===== src/common/siu_regs.vh =====
`ifndef SIU_REGS_VH
`define SIU_REGS_VH
// instruction field positions
`define SIU_OFS12_MSB     11
`define SIU_CP_OFS_MSB    7
`define SIU_RLIST_W       16
`define SIU_BIT_P         24
`define SIU_BIT_U         23
`define SIU_BIT_BSN       22
`define SIU_BIT_W         21
`define SIU_BIT_I         25
// op class codes
`define SIU_OP_NONE       2'h0
`define SIU_OP_WORD       2'h1
`define SIU_OP_MULTI      2'h2
`define SIU_OP_COPROC     2'h3
// pc status bits: mode in [1:0], flags in [31:26]
`define SIU_PC_ADDR_MASK  32'h03fffffc
// pc offsets from the store instruction, in bytes
`define SIU_PC_AHEAD_BASE 32'h00000008
`define SIU_PC_AHEAD_LIST 32'h0000000c
`endif


===== src/hdl/siu_shifter.v =====
`timescale 1ns/1ns
`include "siu_regs.vh"
// immediate-count barrel shifter for the register offset
module siu_shifter (
  input  wire [31:0] value_in,   // offset register value
  input  wire [1:0]  shift_type, // 0 lsl 1 lsr 2 asr 3 ror
  input  wire [4:0]  shift_amt,  // constant count
  input  wire        carry_in,   // carry for rotate-with-extend
  output reg  [31:0] value_out   // shifted value
);
  wire [63:0] rot_src = {value_in, value_in};
  // a zero count on lsr/asr/ror encodes 32 / rrx, matching the encoding
  always @* begin
    case (shift_type)
      2'h0: value_out = value_in << shift_amt;
      2'h1: value_out = (shift_amt == 5'h00) ? 32'h00000000 : value_in >> shift_amt;
      2'h2: begin
        // kept out of a ternary: an unsigned partner operand would make >>> logical
        if (shift_amt == 5'h00) begin
          value_out = {32{value_in[31]}};
        end else begin
          value_out = $signed(value_in) >>> shift_amt;
        end
      end
      default: value_out = (shift_amt == 5'h00) ? {carry_in, value_in[31:1]} :
                           rot_src[shift_amt +: 32];
    endcase
  end
endmodule


===== src/hdl/siu_regbank.v =====
`timescale 1ns/1ns
`include "siu_regs.vh"
// register list scanner: picks the lowest pending register each step
module siu_regbank (
  input  wire [15:0] pending,   // registers still to store
  output reg  [3:0]  first_idx, // lowest pending index
  output wire        any_left,  // at least one pending
  output reg  [4:0]  count      // number of bits set
);
  integer i;
  assign any_left = |pending;
  always @* begin
    first_idx = 4'h0;
    count = 5'h00;
    for (i = 15; i >= 0; i = i - 1) begin
      if (pending[i]) begin
        first_idx = i[3:0];
        count = count + 5'h01;
      end
    end
  end
endmodule


===== src/hdl/siu_store_unit.v =====
`timescale 1ns/1ns
`include "siu_regs.vh"
module siu_store_unit (
  input  wire        clk,          // processor clock
  input  wire        rst,          // synchronous reset, active high
  input  wire        start,        // sequencer issues a store, one-cycle pulse
  input  wire [1:0]  op_class,     // word, multiple or coproc store
  input  wire [31:0] instr,        // instruction word
  input  wire [31:0] instr_addr,   // address of the store instruction
  input  wire [1:0]  cpu_mode,     // 0 means user mode
  input  wire        carry_flag,   // carry for rotate-with-extend
  input  wire [31:0] pc_status,    // pc register including status bits
  output reg  [3:0]  rf_rd_idx,    // register file read index
  output reg         rf_rd_user,   // read from user bank
  input  wire [31:0] rf_rd_data,   // register file read data, same cycle
  output reg  [3:0]  rf_rd2_idx,   // second read port index
  input  wire [31:0] rf_rd2_data,  // second read data, same cycle
  output reg         rf_wr_en,     // base write-back pulse
  output reg  [3:0]  rf_wr_idx,    // base register index
  output reg  [31:0] rf_wr_data,   // new base value
  output reg         mem_req,      // memory write request, pulse
  output reg  [31:0] mem_addr,     // memory address
  output reg  [31:0] mem_wdata,    // write data
  output reg         mem_byte,     // byte transfer
  output reg         trans_n,      // translation pin, low forces translation
  output reg         cp_req,       // coprocessor store request, pulse
  output reg  [3:0]  cp_num,       // coprocessor number
  output reg  [3:0]  cp_reg,       // coprocessor register
  output reg         cp_long,      // transfer-length bit
  output reg         busy          // store in progress
);
  localparam ST_IDLE = 3'h1;
  localparam ST_RUN  = 3'h2;
  localparam ST_WB   = 3'h4;

  reg  [2:0]  state_reg;
  reg  [15:0] pend_reg;
  reg  [31:0] addr_reg;
  reg  [31:0] final_base_reg;
  reg  [31:0] instr_reg;
  reg  [31:0] iaddr_reg;
  reg         user_reg;
  reg         wb_reg;

  wire        f_pre   = instr[`SIU_BIT_P];
  wire        f_up    = instr[`SIU_BIT_U];
  wire        f_bsn   = instr[`SIU_BIT_BSN];
  wire        f_wb    = instr[`SIU_BIT_W];
  wire        f_reg   = instr[`SIU_BIT_I];
  wire [3:0]  base_ix = instr[19:16];
  wire [3:0]  src_ix  = instr[15:12];
  wire [3:0]  ofs_ix  = instr[3:0];

  wire [31:0] shifted;
  wire [3:0]  first_idx;
  wire        any_left;
  wire [4:0]  list_cnt;

  siu_shifter u_shift (
    .value_in   ((ofs_ix == 4'hf) ? pc_status : rf_rd2_data), // pc offset keeps flags
    .shift_type (instr[6:5]),
    .shift_amt  (instr[11:7]),
    .carry_in   (carry_flag),
    .value_out  (shifted)
  );

  siu_regbank u_scan (
    .pending   ((state_reg == ST_IDLE) ? instr[15:0] : pend_reg),
    .first_idx (first_idx),
    .any_left  (any_left),
    .count     (list_cnt)
  );

  // base value: pc base used as plain address, eight ahead
  wire [31:0] pc_base   = (instr_addr + `SIU_PC_AHEAD_BASE) & `SIU_PC_ADDR_MASK;
  wire [31:0] base_val  = (base_ix == 4'hf) ? pc_base : rf_rd_data;
  // single offset: 12-bit magnitude or shifted register
  wire [31:0] word_mag  = f_reg ? shifted : {20'h00000, instr[`SIU_OFS12_MSB:0]};
  // coproc offset: 8-bit word count scaled by four
  wire [31:0] cp_mag    = {22'h000000, instr[`SIU_CP_OFS_MSB:0], 2'h0};
  wire [31:0] mag       = (op_class == `SIU_OP_COPROC) ? cp_mag : word_mag;
  // direction bit is the inverted sign
  wire [31:0] indexed   = f_up ? base_val + mag : base_val - mag;
  // pre-index uses the sum, post-index the bare base
  wire [31:0] eff_addr  = f_pre ? indexed : base_val;
  // post-index moves the base unless it is the pc; pre-index only with write-back
  wire        single_wb = !f_pre || f_wb;
  // multiple: block span and start address so lowest register lands lowest
  wire [31:0] span      = {25'h0000000, list_cnt, 2'h0};
  wire [31:0] blk_lo    = f_up ? (f_pre ? base_val + 32'h00000004 : base_val)
                               : (f_pre ? base_val - span : base_val - span + 32'h00000004);
  wire [31:0] blk_end   = f_up ? base_val + span : base_val - span;

  // register read ports: the first follows the current step, the second always reads the offset register
  always @* begin
    rf_rd2_idx = ofs_ix;
    rf_rd_user = 1'b0;
    if (state_reg == ST_RUN) begin
      rf_rd_idx  = first_idx;
      rf_rd_user = user_reg;
    end else if (state_reg == ST_IDLE) begin
      rf_rd_idx = base_ix;
    end else begin
      rf_rd_idx = src_ix;
    end
  end

  // stored value: listed pc carries status, twelve ahead
  wire [31:0] pc_list   = (iaddr_reg + `SIU_PC_AHEAD_LIST) & `SIU_PC_ADDR_MASK;
  wire [31:0] pc_listed = pc_list | (pc_status & ~`SIU_PC_ADDR_MASK);
  wire [31:0] list_data = (first_idx == 4'hf) ? pc_listed : rf_rd_data;

  // sequencer; the status word has no write path here at all
  always @(posedge clk) begin
    if (rst) begin
      state_reg      <= ST_IDLE;
      pend_reg       <= 16'h0000;
      addr_reg       <= 32'h00000000;
      final_base_reg <= 32'h00000000;
      instr_reg      <= 32'h00000000;
      iaddr_reg      <= 32'h00000000;
      user_reg       <= 1'b0;
      wb_reg         <= 1'b0;
      busy           <= 1'b0;
      mem_req        <= 1'b0;
      mem_addr       <= 32'h00000000;
      mem_wdata      <= 32'h00000000;
      mem_byte       <= 1'b0;
      trans_n        <= 1'b1;
      cp_req         <= 1'b0;
      cp_num         <= 4'h0;
      cp_reg         <= 4'h0;
      cp_long        <= 1'b0;
      rf_wr_en       <= 1'b0;
      rf_wr_idx      <= 4'h0;
      rf_wr_data     <= 32'h00000000;
    end else begin
      mem_req  <= 1'b0;
      cp_req   <= 1'b0;
      rf_wr_en <= 1'b0;
      trans_n  <= 1'b1;
      case (state_reg)
        ST_IDLE: begin
          if (start && op_class == `SIU_OP_WORD) begin
            // word store: address now, data read next cycle
            instr_reg      <= instr;
            addr_reg       <= eff_addr;
            final_base_reg <= indexed;
            wb_reg         <= single_wb;
            busy           <= 1'b1;
            state_reg      <= ST_WB;
          end else if (start && op_class == `SIU_OP_COPROC) begin
            mem_req   <= 1'b1;
            mem_addr  <= eff_addr;
            mem_byte  <= 1'b0;
            trans_n   <= 1'b1;
            cp_req    <= 1'b1;
            cp_num    <= instr[11:8];
            cp_reg    <= instr[15:12];
            cp_long   <= f_bsn;
            rf_wr_en  <= f_wb;
            rf_wr_idx <= base_ix;
            rf_wr_data <= indexed;
          end else if (start && op_class == `SIU_OP_MULTI && any_left) begin
            instr_reg      <= instr;
            iaddr_reg      <= instr_addr;
            pend_reg       <= instr[15:0];
            addr_reg       <= blk_lo;
            final_base_reg <= blk_end;
            wb_reg         <= f_wb;
            user_reg       <= f_bsn && (cpu_mode != 2'h0);
            busy           <= 1'b1;
            state_reg      <= ST_RUN;
          end
        end
        ST_RUN: begin
          // ascending addresses in ascending register order
          mem_req   <= 1'b1;
          mem_addr  <= addr_reg;
          mem_wdata <= list_data;
          mem_byte  <= 1'b0;
          addr_reg  <= addr_reg + 32'h00000004;
          pend_reg  <= pend_reg & ~(16'h0001 << first_idx);
          if (pend_reg == (16'h0001 << first_idx)) begin
            rf_wr_en   <= wb_reg;
            rf_wr_idx  <= instr_reg[19:16];
            rf_wr_data <= final_base_reg;
            busy       <= 1'b0;
            state_reg  <= ST_IDLE;
          end
        end
        ST_WB: begin
          mem_req    <= 1'b1;
          mem_addr   <= addr_reg;
          mem_byte   <= instr_reg[`SIU_BIT_BSN];
          mem_wdata  <= instr_reg[`SIU_BIT_BSN] ? {24'h000000, rf_rd_data[7:0]}
                                                : rf_rd_data;
          // translate only when post-indexed with w set
          trans_n    <= !(instr_reg[`SIU_BIT_W] && !instr_reg[`SIU_BIT_P]);
          rf_wr_en   <= wb_reg && (instr_reg[19:16] != 4'hf);
          rf_wr_idx  <= instr_reg[19:16];
          rf_wr_data <= final_base_reg;
          busy       <= 1'b0;
          state_reg  <= ST_IDLE;
        end
        default: begin
          state_reg <= ST_IDLE;
        end
      endcase
    end
  end
endmodule


===== config.mk =====
export PLATFORM = sky130hd
export DESIGN_NAME = siu_store_unit
export DESIGN_NICKNAME = d
export VERILOG_FILES = /design/src/hdl/siu_shifter.v /design/src/hdl/siu_regbank.v /design/src/hdl/siu_store_unit.v
export VERILOG_INCLUDE_DIRS = /design/src /design/src/common
export SDC_FILE = /design/constraint.sdc
export NUM_CORES = 1
export LEC_CHECK = 0
export ABC_AREA = 1
export BUFFER_PORTS_ARGS = -buffer_cell sky130_fd_sc_hd__buf_2
export CORE_MARGIN = 2
export CORE_UTILIZATION = 40
export DETAILED_ROUTE_END_ITERATION = 8
export GPL_TIMING_DRIVEN = 0
export PLACE_DENSITY_LB_ADDON = 0.08
export SETUP_SLACK_MARGIN = 0.05
export SLEW_MARGIN = 15
export SYNTH_ARGS = -nofsm -noshare
export SYNTH_HDL_FRONTEND = slang
export SYNTH_SLANG_ARGS = --single-unit

===== constraint.sdc =====
create_clock -name clk -period 17.2 [get_ports clk]
set_clock_uncertainty 0.1 [all_clocks]
set_input_delay 0.86 -clock clk [delete_from_list [all_inputs] [get_ports clk]]
set_output_delay 0.86 -clock clk [all_outputs]
set_load 0.01 [all_outputs]

; Yosys cells after proc, flatten, opt, wreduce, memory -nomap -nowiden
; Cells that the tools add are included.
[totals]
reg_bits = 251
inputBits = 168
output_inout_bits = 124
word_cells = 212
[classes]
addsub = 24
n_eq_ne = 21
shifts = 5
muxes = 101
bitwise = 7
reduce_logical = 33
[ops]
columns = op, n
row1 = $mux 32, 26
row2 = $pmux 32 s2, 3
row3 = $pmux 32 s3, 2
row4 = $add 32x3->32 const B, 3
row5 = $mux 4, 21
row6 = $mux 25, 3
row7 = $mux 5, 15
row8 = $add 5x1->5 const B, 14
row9 = $mux 16, 4
row10 = $shiftx 64x6->32, 1
row11 = $add 26x4->26 const B, 2
row12 = $add 32x32->32, 1
row13 = $add 32x7->32, 1
row14 = $or 26x32->32, 1
row15 = $pmux 16 s2, 1
row16 = $shl 32x5->32, 1
row17 = $shr 32x5->32, 1
row18 = $sshr 32x5->32, 1
row19 = $sub 32x32->32, 1
row20 = $sub 32x7->32, 1
row21 = $reduce_and 3->1, 6
row22 = $and 16x16->16, 1
row23 = $eq 16x16->1, 1
row24 = $mux 1, 16
row25 = other kinds (30), 64

; Depth between registers and ports, before layout
[logic_depth]
word_depth = 41
ltp_mapped = 88
mapped_depth_nobuf = 85

; By module
; From an unflattened synthesis, not the netlist that was laid out.
[hier_totals]
hier_cells = 5003
hier_area_um2 = 27886.7
[by_module_without_submodules]
columns = module, n_inst, cells_each, area_per_inst_um2, seq_area_each_um2
row1 = siu_store_unit, 1, 3500, 20741.1, 4624.4
row2 = siu_shifter, 1, 1080, 4988.5, 0.0
row3 = siu_regbank, 1, 423, 2157.1, 0.0

; Worst setup path after synthesis
; Ideal clock, no wire load.
[synth_path]
path_type = in2reg
from = input port instr[15]
to = register addr_reg[28]
arrival_time_ns = 10.432
required_time_ns = 16.982
slack_ns = 6.550
stages = 71
path_cell_list = inv_1 -> o21ai_0 -> inv_1 -> ha_1 -> inv_1 -> nand3_4 -> nand2_2 -> inv_1 -> nand2_1 -> nand3_1 -> nand2_1 -> ha_1 -> or2_2 -> nand2_1 -> nand2_1 -> nand3_1 -> nand2_1 -> ha_1 -> [... 35 more ...] -> nor2_1 -> nand2_1 -> inv_1 -> nand2_1 -> xor2_1 -> inv_1 -> nor3_1 -> nand3_1 -> nor3_1 -> nand2_1 -> nor2_1 -> nand2_1 -> nor2_1 -> o21ai_0 -> o21ai_0 -> nand3_1 -> nand3_1 -> a21oi_1
[synth_between]
elab_chain_cells = 40
[synth_lines]
columns = item, line_no
row1 = from (decl), siu_store_unit.v:8  ; input wire [31:0] instr,
row2 = $mux 16 *, siu_store_unit.v:68  ; .pending ((state_reg == ST_IDLE) ? instr[15:0] : pend_reg),
row3 = $mux 1, siu_regbank.v:16  ; if (pending[i]) begin
row4 = $add 1x1->2, siu_regbank.v:18  ; count = count + 5'h01;
row5 = $mux 5, siu_regbank.v:16
row6 = $add 5x1->5, siu_regbank.v:18
row7 = $mux 5, siu_regbank.v:16
row8 = $add 5x1->5, siu_regbank.v:18
row9 = $mux 5, siu_regbank.v:16
row10 = [... 24 more ...], -
row11 = $sub 32x7->32, siu_store_unit.v:91  ; : (f_pre ? base_val - span : base_val - span + 32'h00000004);
row12 = $add 32x3->32, siu_store_unit.v:91
row13 = $mux 32, siu_store_unit.v:91
row14 = $mux 32, siu_store_unit.v:90  ; wire [31:0] blk_lo = f_up ? (f_pre ? base_val + 32'h00000004 : base_val)
row15 = $mux 32, siu_store_unit.v:164  ; end else if (start && op_class == `SIU_OP_MULTI && any_left) begin
row16 = $mux 32, siu_store_unit.v:152  ; end else if (start && op_class == `SIU_OP_COPROC) begin
row17 = $mux 32, siu_store_unit.v:144  ; if (start && op_class == `SIU_OP_WORD) begin
row18 = $pmux 32 s2, siu_store_unit.v:142  ; case (state_reg)
row19 = to (signal assigned), siu_store_unit.v:147  ; addr_reg <= eff_addr;
row20 = to (signal assigned), siu_store_unit.v:168  ; addr_reg <= blk_lo;
row21 = to (signal assigned), siu_store_unit.v:182  ; addr_reg <= addr_reg + 32'h00000004;
row22 = to (decl), siu_store_unit.v:38  ; reg [31:0] addr_reg;
; Mark *: on every way between the ends. The rest lies on a longest branch, timed or not. The select of a mux whose other input is x is not followed.
; A chain may end at the register's enable or synchronous reset.

; Final worst setup path
[layout_path]
from = register state_reg[0]
to = register addr_reg[22]
[layout_between]
elab_chain_cells = 41
[layout_lines]
columns = item, line_no
row1 = from (decl), siu_store_unit.v:36  ; reg [2:0] state_reg;
row2 = from (signal assigned), siu_store_unit.v:116  ; state_reg <= ST_IDLE;
row3 = from (signal assigned), siu_store_unit.v:151  ; state_reg <= ST_WB;
row4 = from (signal assigned), siu_store_unit.v:173  ; state_reg <= ST_RUN;
row5 = $eq 3x1->1, "siu_store_unit.v:68, siu_store_unit.v:142"
row6 = $mux 16, siu_store_unit.v:68
row7 = $mux 1, siu_regbank.v:16
row8 = $add 1x1->2, siu_regbank.v:18
row9 = $mux 5, siu_regbank.v:16
row10 = $add 5x1->5, siu_regbank.v:18
row11 = $mux 5, siu_regbank.v:16
row12 = $add 5x1->5, siu_regbank.v:18
row13 = [... 25 more ...], -
row14 = $sub 32x7->32, siu_store_unit.v:91
row15 = $add 32x3->32, siu_store_unit.v:91
row16 = $mux 32, siu_store_unit.v:91
row17 = $mux 32, siu_store_unit.v:90
row18 = $mux 32, siu_store_unit.v:164
row19 = $mux 32, siu_store_unit.v:152
row20 = $mux 32, siu_store_unit.v:144
row21 = $pmux 32 s2, siu_store_unit.v:142
; Several ways; a longest one is shown, not always the timed one. The select of a mux whose other input is x is not followed.

==> qor.yml <==
hpwl_mm: 123.5
worst-path-max-fanout: 10
areaGrowthSynthToFinish_pct: 12.59
ff_latch_area_sq_mm: 0.004624
worst_pin_slew_ns: 1.358
coreArea_sq_mm: 0.06551
violations: "DRC"
syn_avg_cell_area_sq_um: 5.605
multi_input_area_sq_mm: 0.01883
drv_slew: 0
synth.top_cell.area_share_pct: 18.29
die_x_um: 260.7
ys.flop_type: "dfxtp_1"
critPathSlowestCell: "nor3_1"
grt_pass1_vias: 31730
synth_area_leaders: "nand2_1, dfxtp_1, nand3_1"
yosysMostFrequentCell: "nand2_1"
vias: 35500
synth_seq_cells: 231
synth_compound_area_share_pct: 24.43
postRouteAntennaNets: 0
cp_num_buf_inv: 9
wl_per_cell_um: 25.56
period_needed_ns: 13.88
cts_buffers: 27
boundaryPins: 292
h-tree-depth: 1
firstDrtPassIters: 9
synth_warnings: 0
post_cts_buffers: 0
end_kind: "flip-flop"
critPathMaxStageDelay_ns: 0.57
syn_inst: 4704
cts_root_buf: "clkbuf_16"
worst_ep_arrival_time_ns: 14.30
grt_max_degree: 15
grt.overflow.total: 0
yosys.area.top_type: "nand2_1"
cts_tree: "done"
syn_nets: 4955
initial_core_util_pct: 40.25
critPathMostFrequentCell: "nand2_1"
utilization_pct: 45.32
fmax_mhz: 72.05
fillers: 7537
p_leak_nw: 14.01
synth_common_cells: "nand2_1, inv_1, nand3_1"
synthMuxAreaShare_pct: 0.03796
synth-async-reset-ratio_pct: 0
synth-simple-area-share_pct: 38.71
drt_iter0_drc: 5398
slew_headroom_pct: 8.832
setup_viol: 0
clockBufferDepth: 3
ir_drop_uv: 81.18
drt_wl_total_mm: 150.6
rsz0062_at_grt: "false"
critPathKind: "flip-flop to flip-flop"
final_layout_size_suffix_gt1_share_pct: 9.522
synth_xor_area_share_pct: 4.176
holdBufCountCts: 0
cts.sinks: 231
crit_family: "simple AND/OR/NAND/NOR gates"
seq_area_frac_synth_pct: 17.54
layout.nets: 5253
dieArea_sq_mm: 0.06799
cts_resized: 0
synth-edff-count: 0
drc: 2
yosys.area_share.adder_pct: 4.024
avgViaCountPerCell: 6.025
clk_latency_ns: 0.59
grt_usage_pct: 42.61
outcome: "finished, violations left"
antenna_found_initial: 8
setup.worst_path.start_class: "flip-flop"
hold_class: "flip-flop to flip-flop"
p_per_area_mw_per_mm2: 102.9
hold_viol_final: 0
synth_top_family_by_area: "simple AND/OR/NAND/NOR gates"
synth.distinct_cells: 65
drv_cap: 0
portBuffers: 269
period_share_pct: 80.69
path_clk_slew_ns: 0.06
place_congestion: 1.161
crit_required_ns: 17.62
fin_setup_tns_ns: 0
grt_pass1_wl_mm: 213.4
syn_area_sq_mm: 0.02637
die_h_um: 260.7
std_cell_rows: 94
-- through the flow --
| step | hold slack (ns) | power, mW | cells | area (sq um) | setup slack [ns] |
|---|---|---|---|---|---|
| floorplan | 0.2863 | 1.829 | 4704 | 26370 | 6.550 |
| global route | 0.3461 | 3.237 | 5886 | 29670 | 2.567 |
| finish | 0.3333 | 3.056 | 5892 | 29690 | 3.321 |
| detailed placement | 0.3120 | 2.404 | 5837 | 28810 | 3.802 |
| CTS | 0.3467 | 2.982 | 5884 | 29670 | 3.759 |
| global placement | 0.2979 | 2.402 | 5837 | 28800 | 3.789 |
-- layer usage --
layer  vias up  part of all wire, %  GRT usage, %
met2      2419                   40         61.04
met3       483                   13         12.32
li1      16320                    -             -
met5         -               0.0093             0
met1     16270                   41         57.91
met4         2                  5.9         20.89
-- worst paths after layout --
check | startpoint | end | slack, ns | cells after the start
min reg2reg | instr_reg[21] | trans_n | 0.33 | 1
max | state_reg[0] | addr_reg[22] | 3.32 | 70
max reg2reg | state_reg[0] | addr_reg[22] | 3.32 | 70
min | instr_reg[21] | trans_n | 0.33 | 1
-- worst register-to-register path, delay by kind of cell, from the launching register on --
family / cells / cell delay (ns)
AOI/OAI and AO/OA: 7 / 2.11
buffers and inverters: 9 / 1.33
and+or+nand+nor: 43 / 6.26
xor gates and xnor gates: 2 / 0.67
DFF: 1 / 0.48
adders and majority gates: 9 / 2.88
-- layout by cell type (no fill, tap or decap), drive strengths merged, types with 2 or more instances in the layout --
| cell | n |
|---|---|
| nand3 | 482 |
| dfxtp | 231 |
| or2 | 16 |
| a211oi | 9 |
| ha | 80 |
| xor2 | 99 |
| o221ai | 12 |
| o311ai | 6 |
| nor2 | 402 |
| o21bai | 9 |
| nor4 | 19 |
| a221oi | 12 |
| o211ai | 109 |
| a21oi | 391 |
| nand3b | 13 |
| o21a | 6 |
| clkinv | 13 |
| fa | 3 |
| nor3 | 62 |
| buf | 340 |
| o2111ai | 6 |
| o21ai | 507 |
| a21boi | 6 |
| inv | 505 |
| o22ai | 4 |
| clkinvlp | 3 |
| a31oi | 49 |
| clkbuf | 210 |
| o31ai | 10 |
| diode | 8 |
| xnor2 | 25 |
| a21o | 2 |
| nand4 | 54 |
| nand2 | 1315 |
-- power breakdown --
part	switching, mW	internal (mW)
registers	0.0385	0.589
clock network	0.256	0.326
logic	1.32	0.529
total	1.61	1.44
-- area by class of cell --
type                            count  area share, %
Timing Repair Buffer              269          4.535
Multi-Input combinational cell   3717          63.44
Buffer                            243          3.363
Antenna cell                        8        0.06743
Clock inverter                      9         0.3119
Sequential cell                   231          15.58
Inverter                          513          6.486
Tap cell                          864          3.641
Clock buffer                       38          2.583
-- cells by family (layout without fill, tap and decap cells) --
group,count (synthesis),in the layout
AO/OA/AOI/OAI,1145,1145
XOR/XNOR,124,124
adder cells (fa/ha/maj),83,83
buffers and inverters,756,1072
flip-flops,231,231
multiplexers,1,1
other,0,8
AND/OR/NAND/NOR,2364,2364
Note: power is estimated with default switching activity, not from simulation.
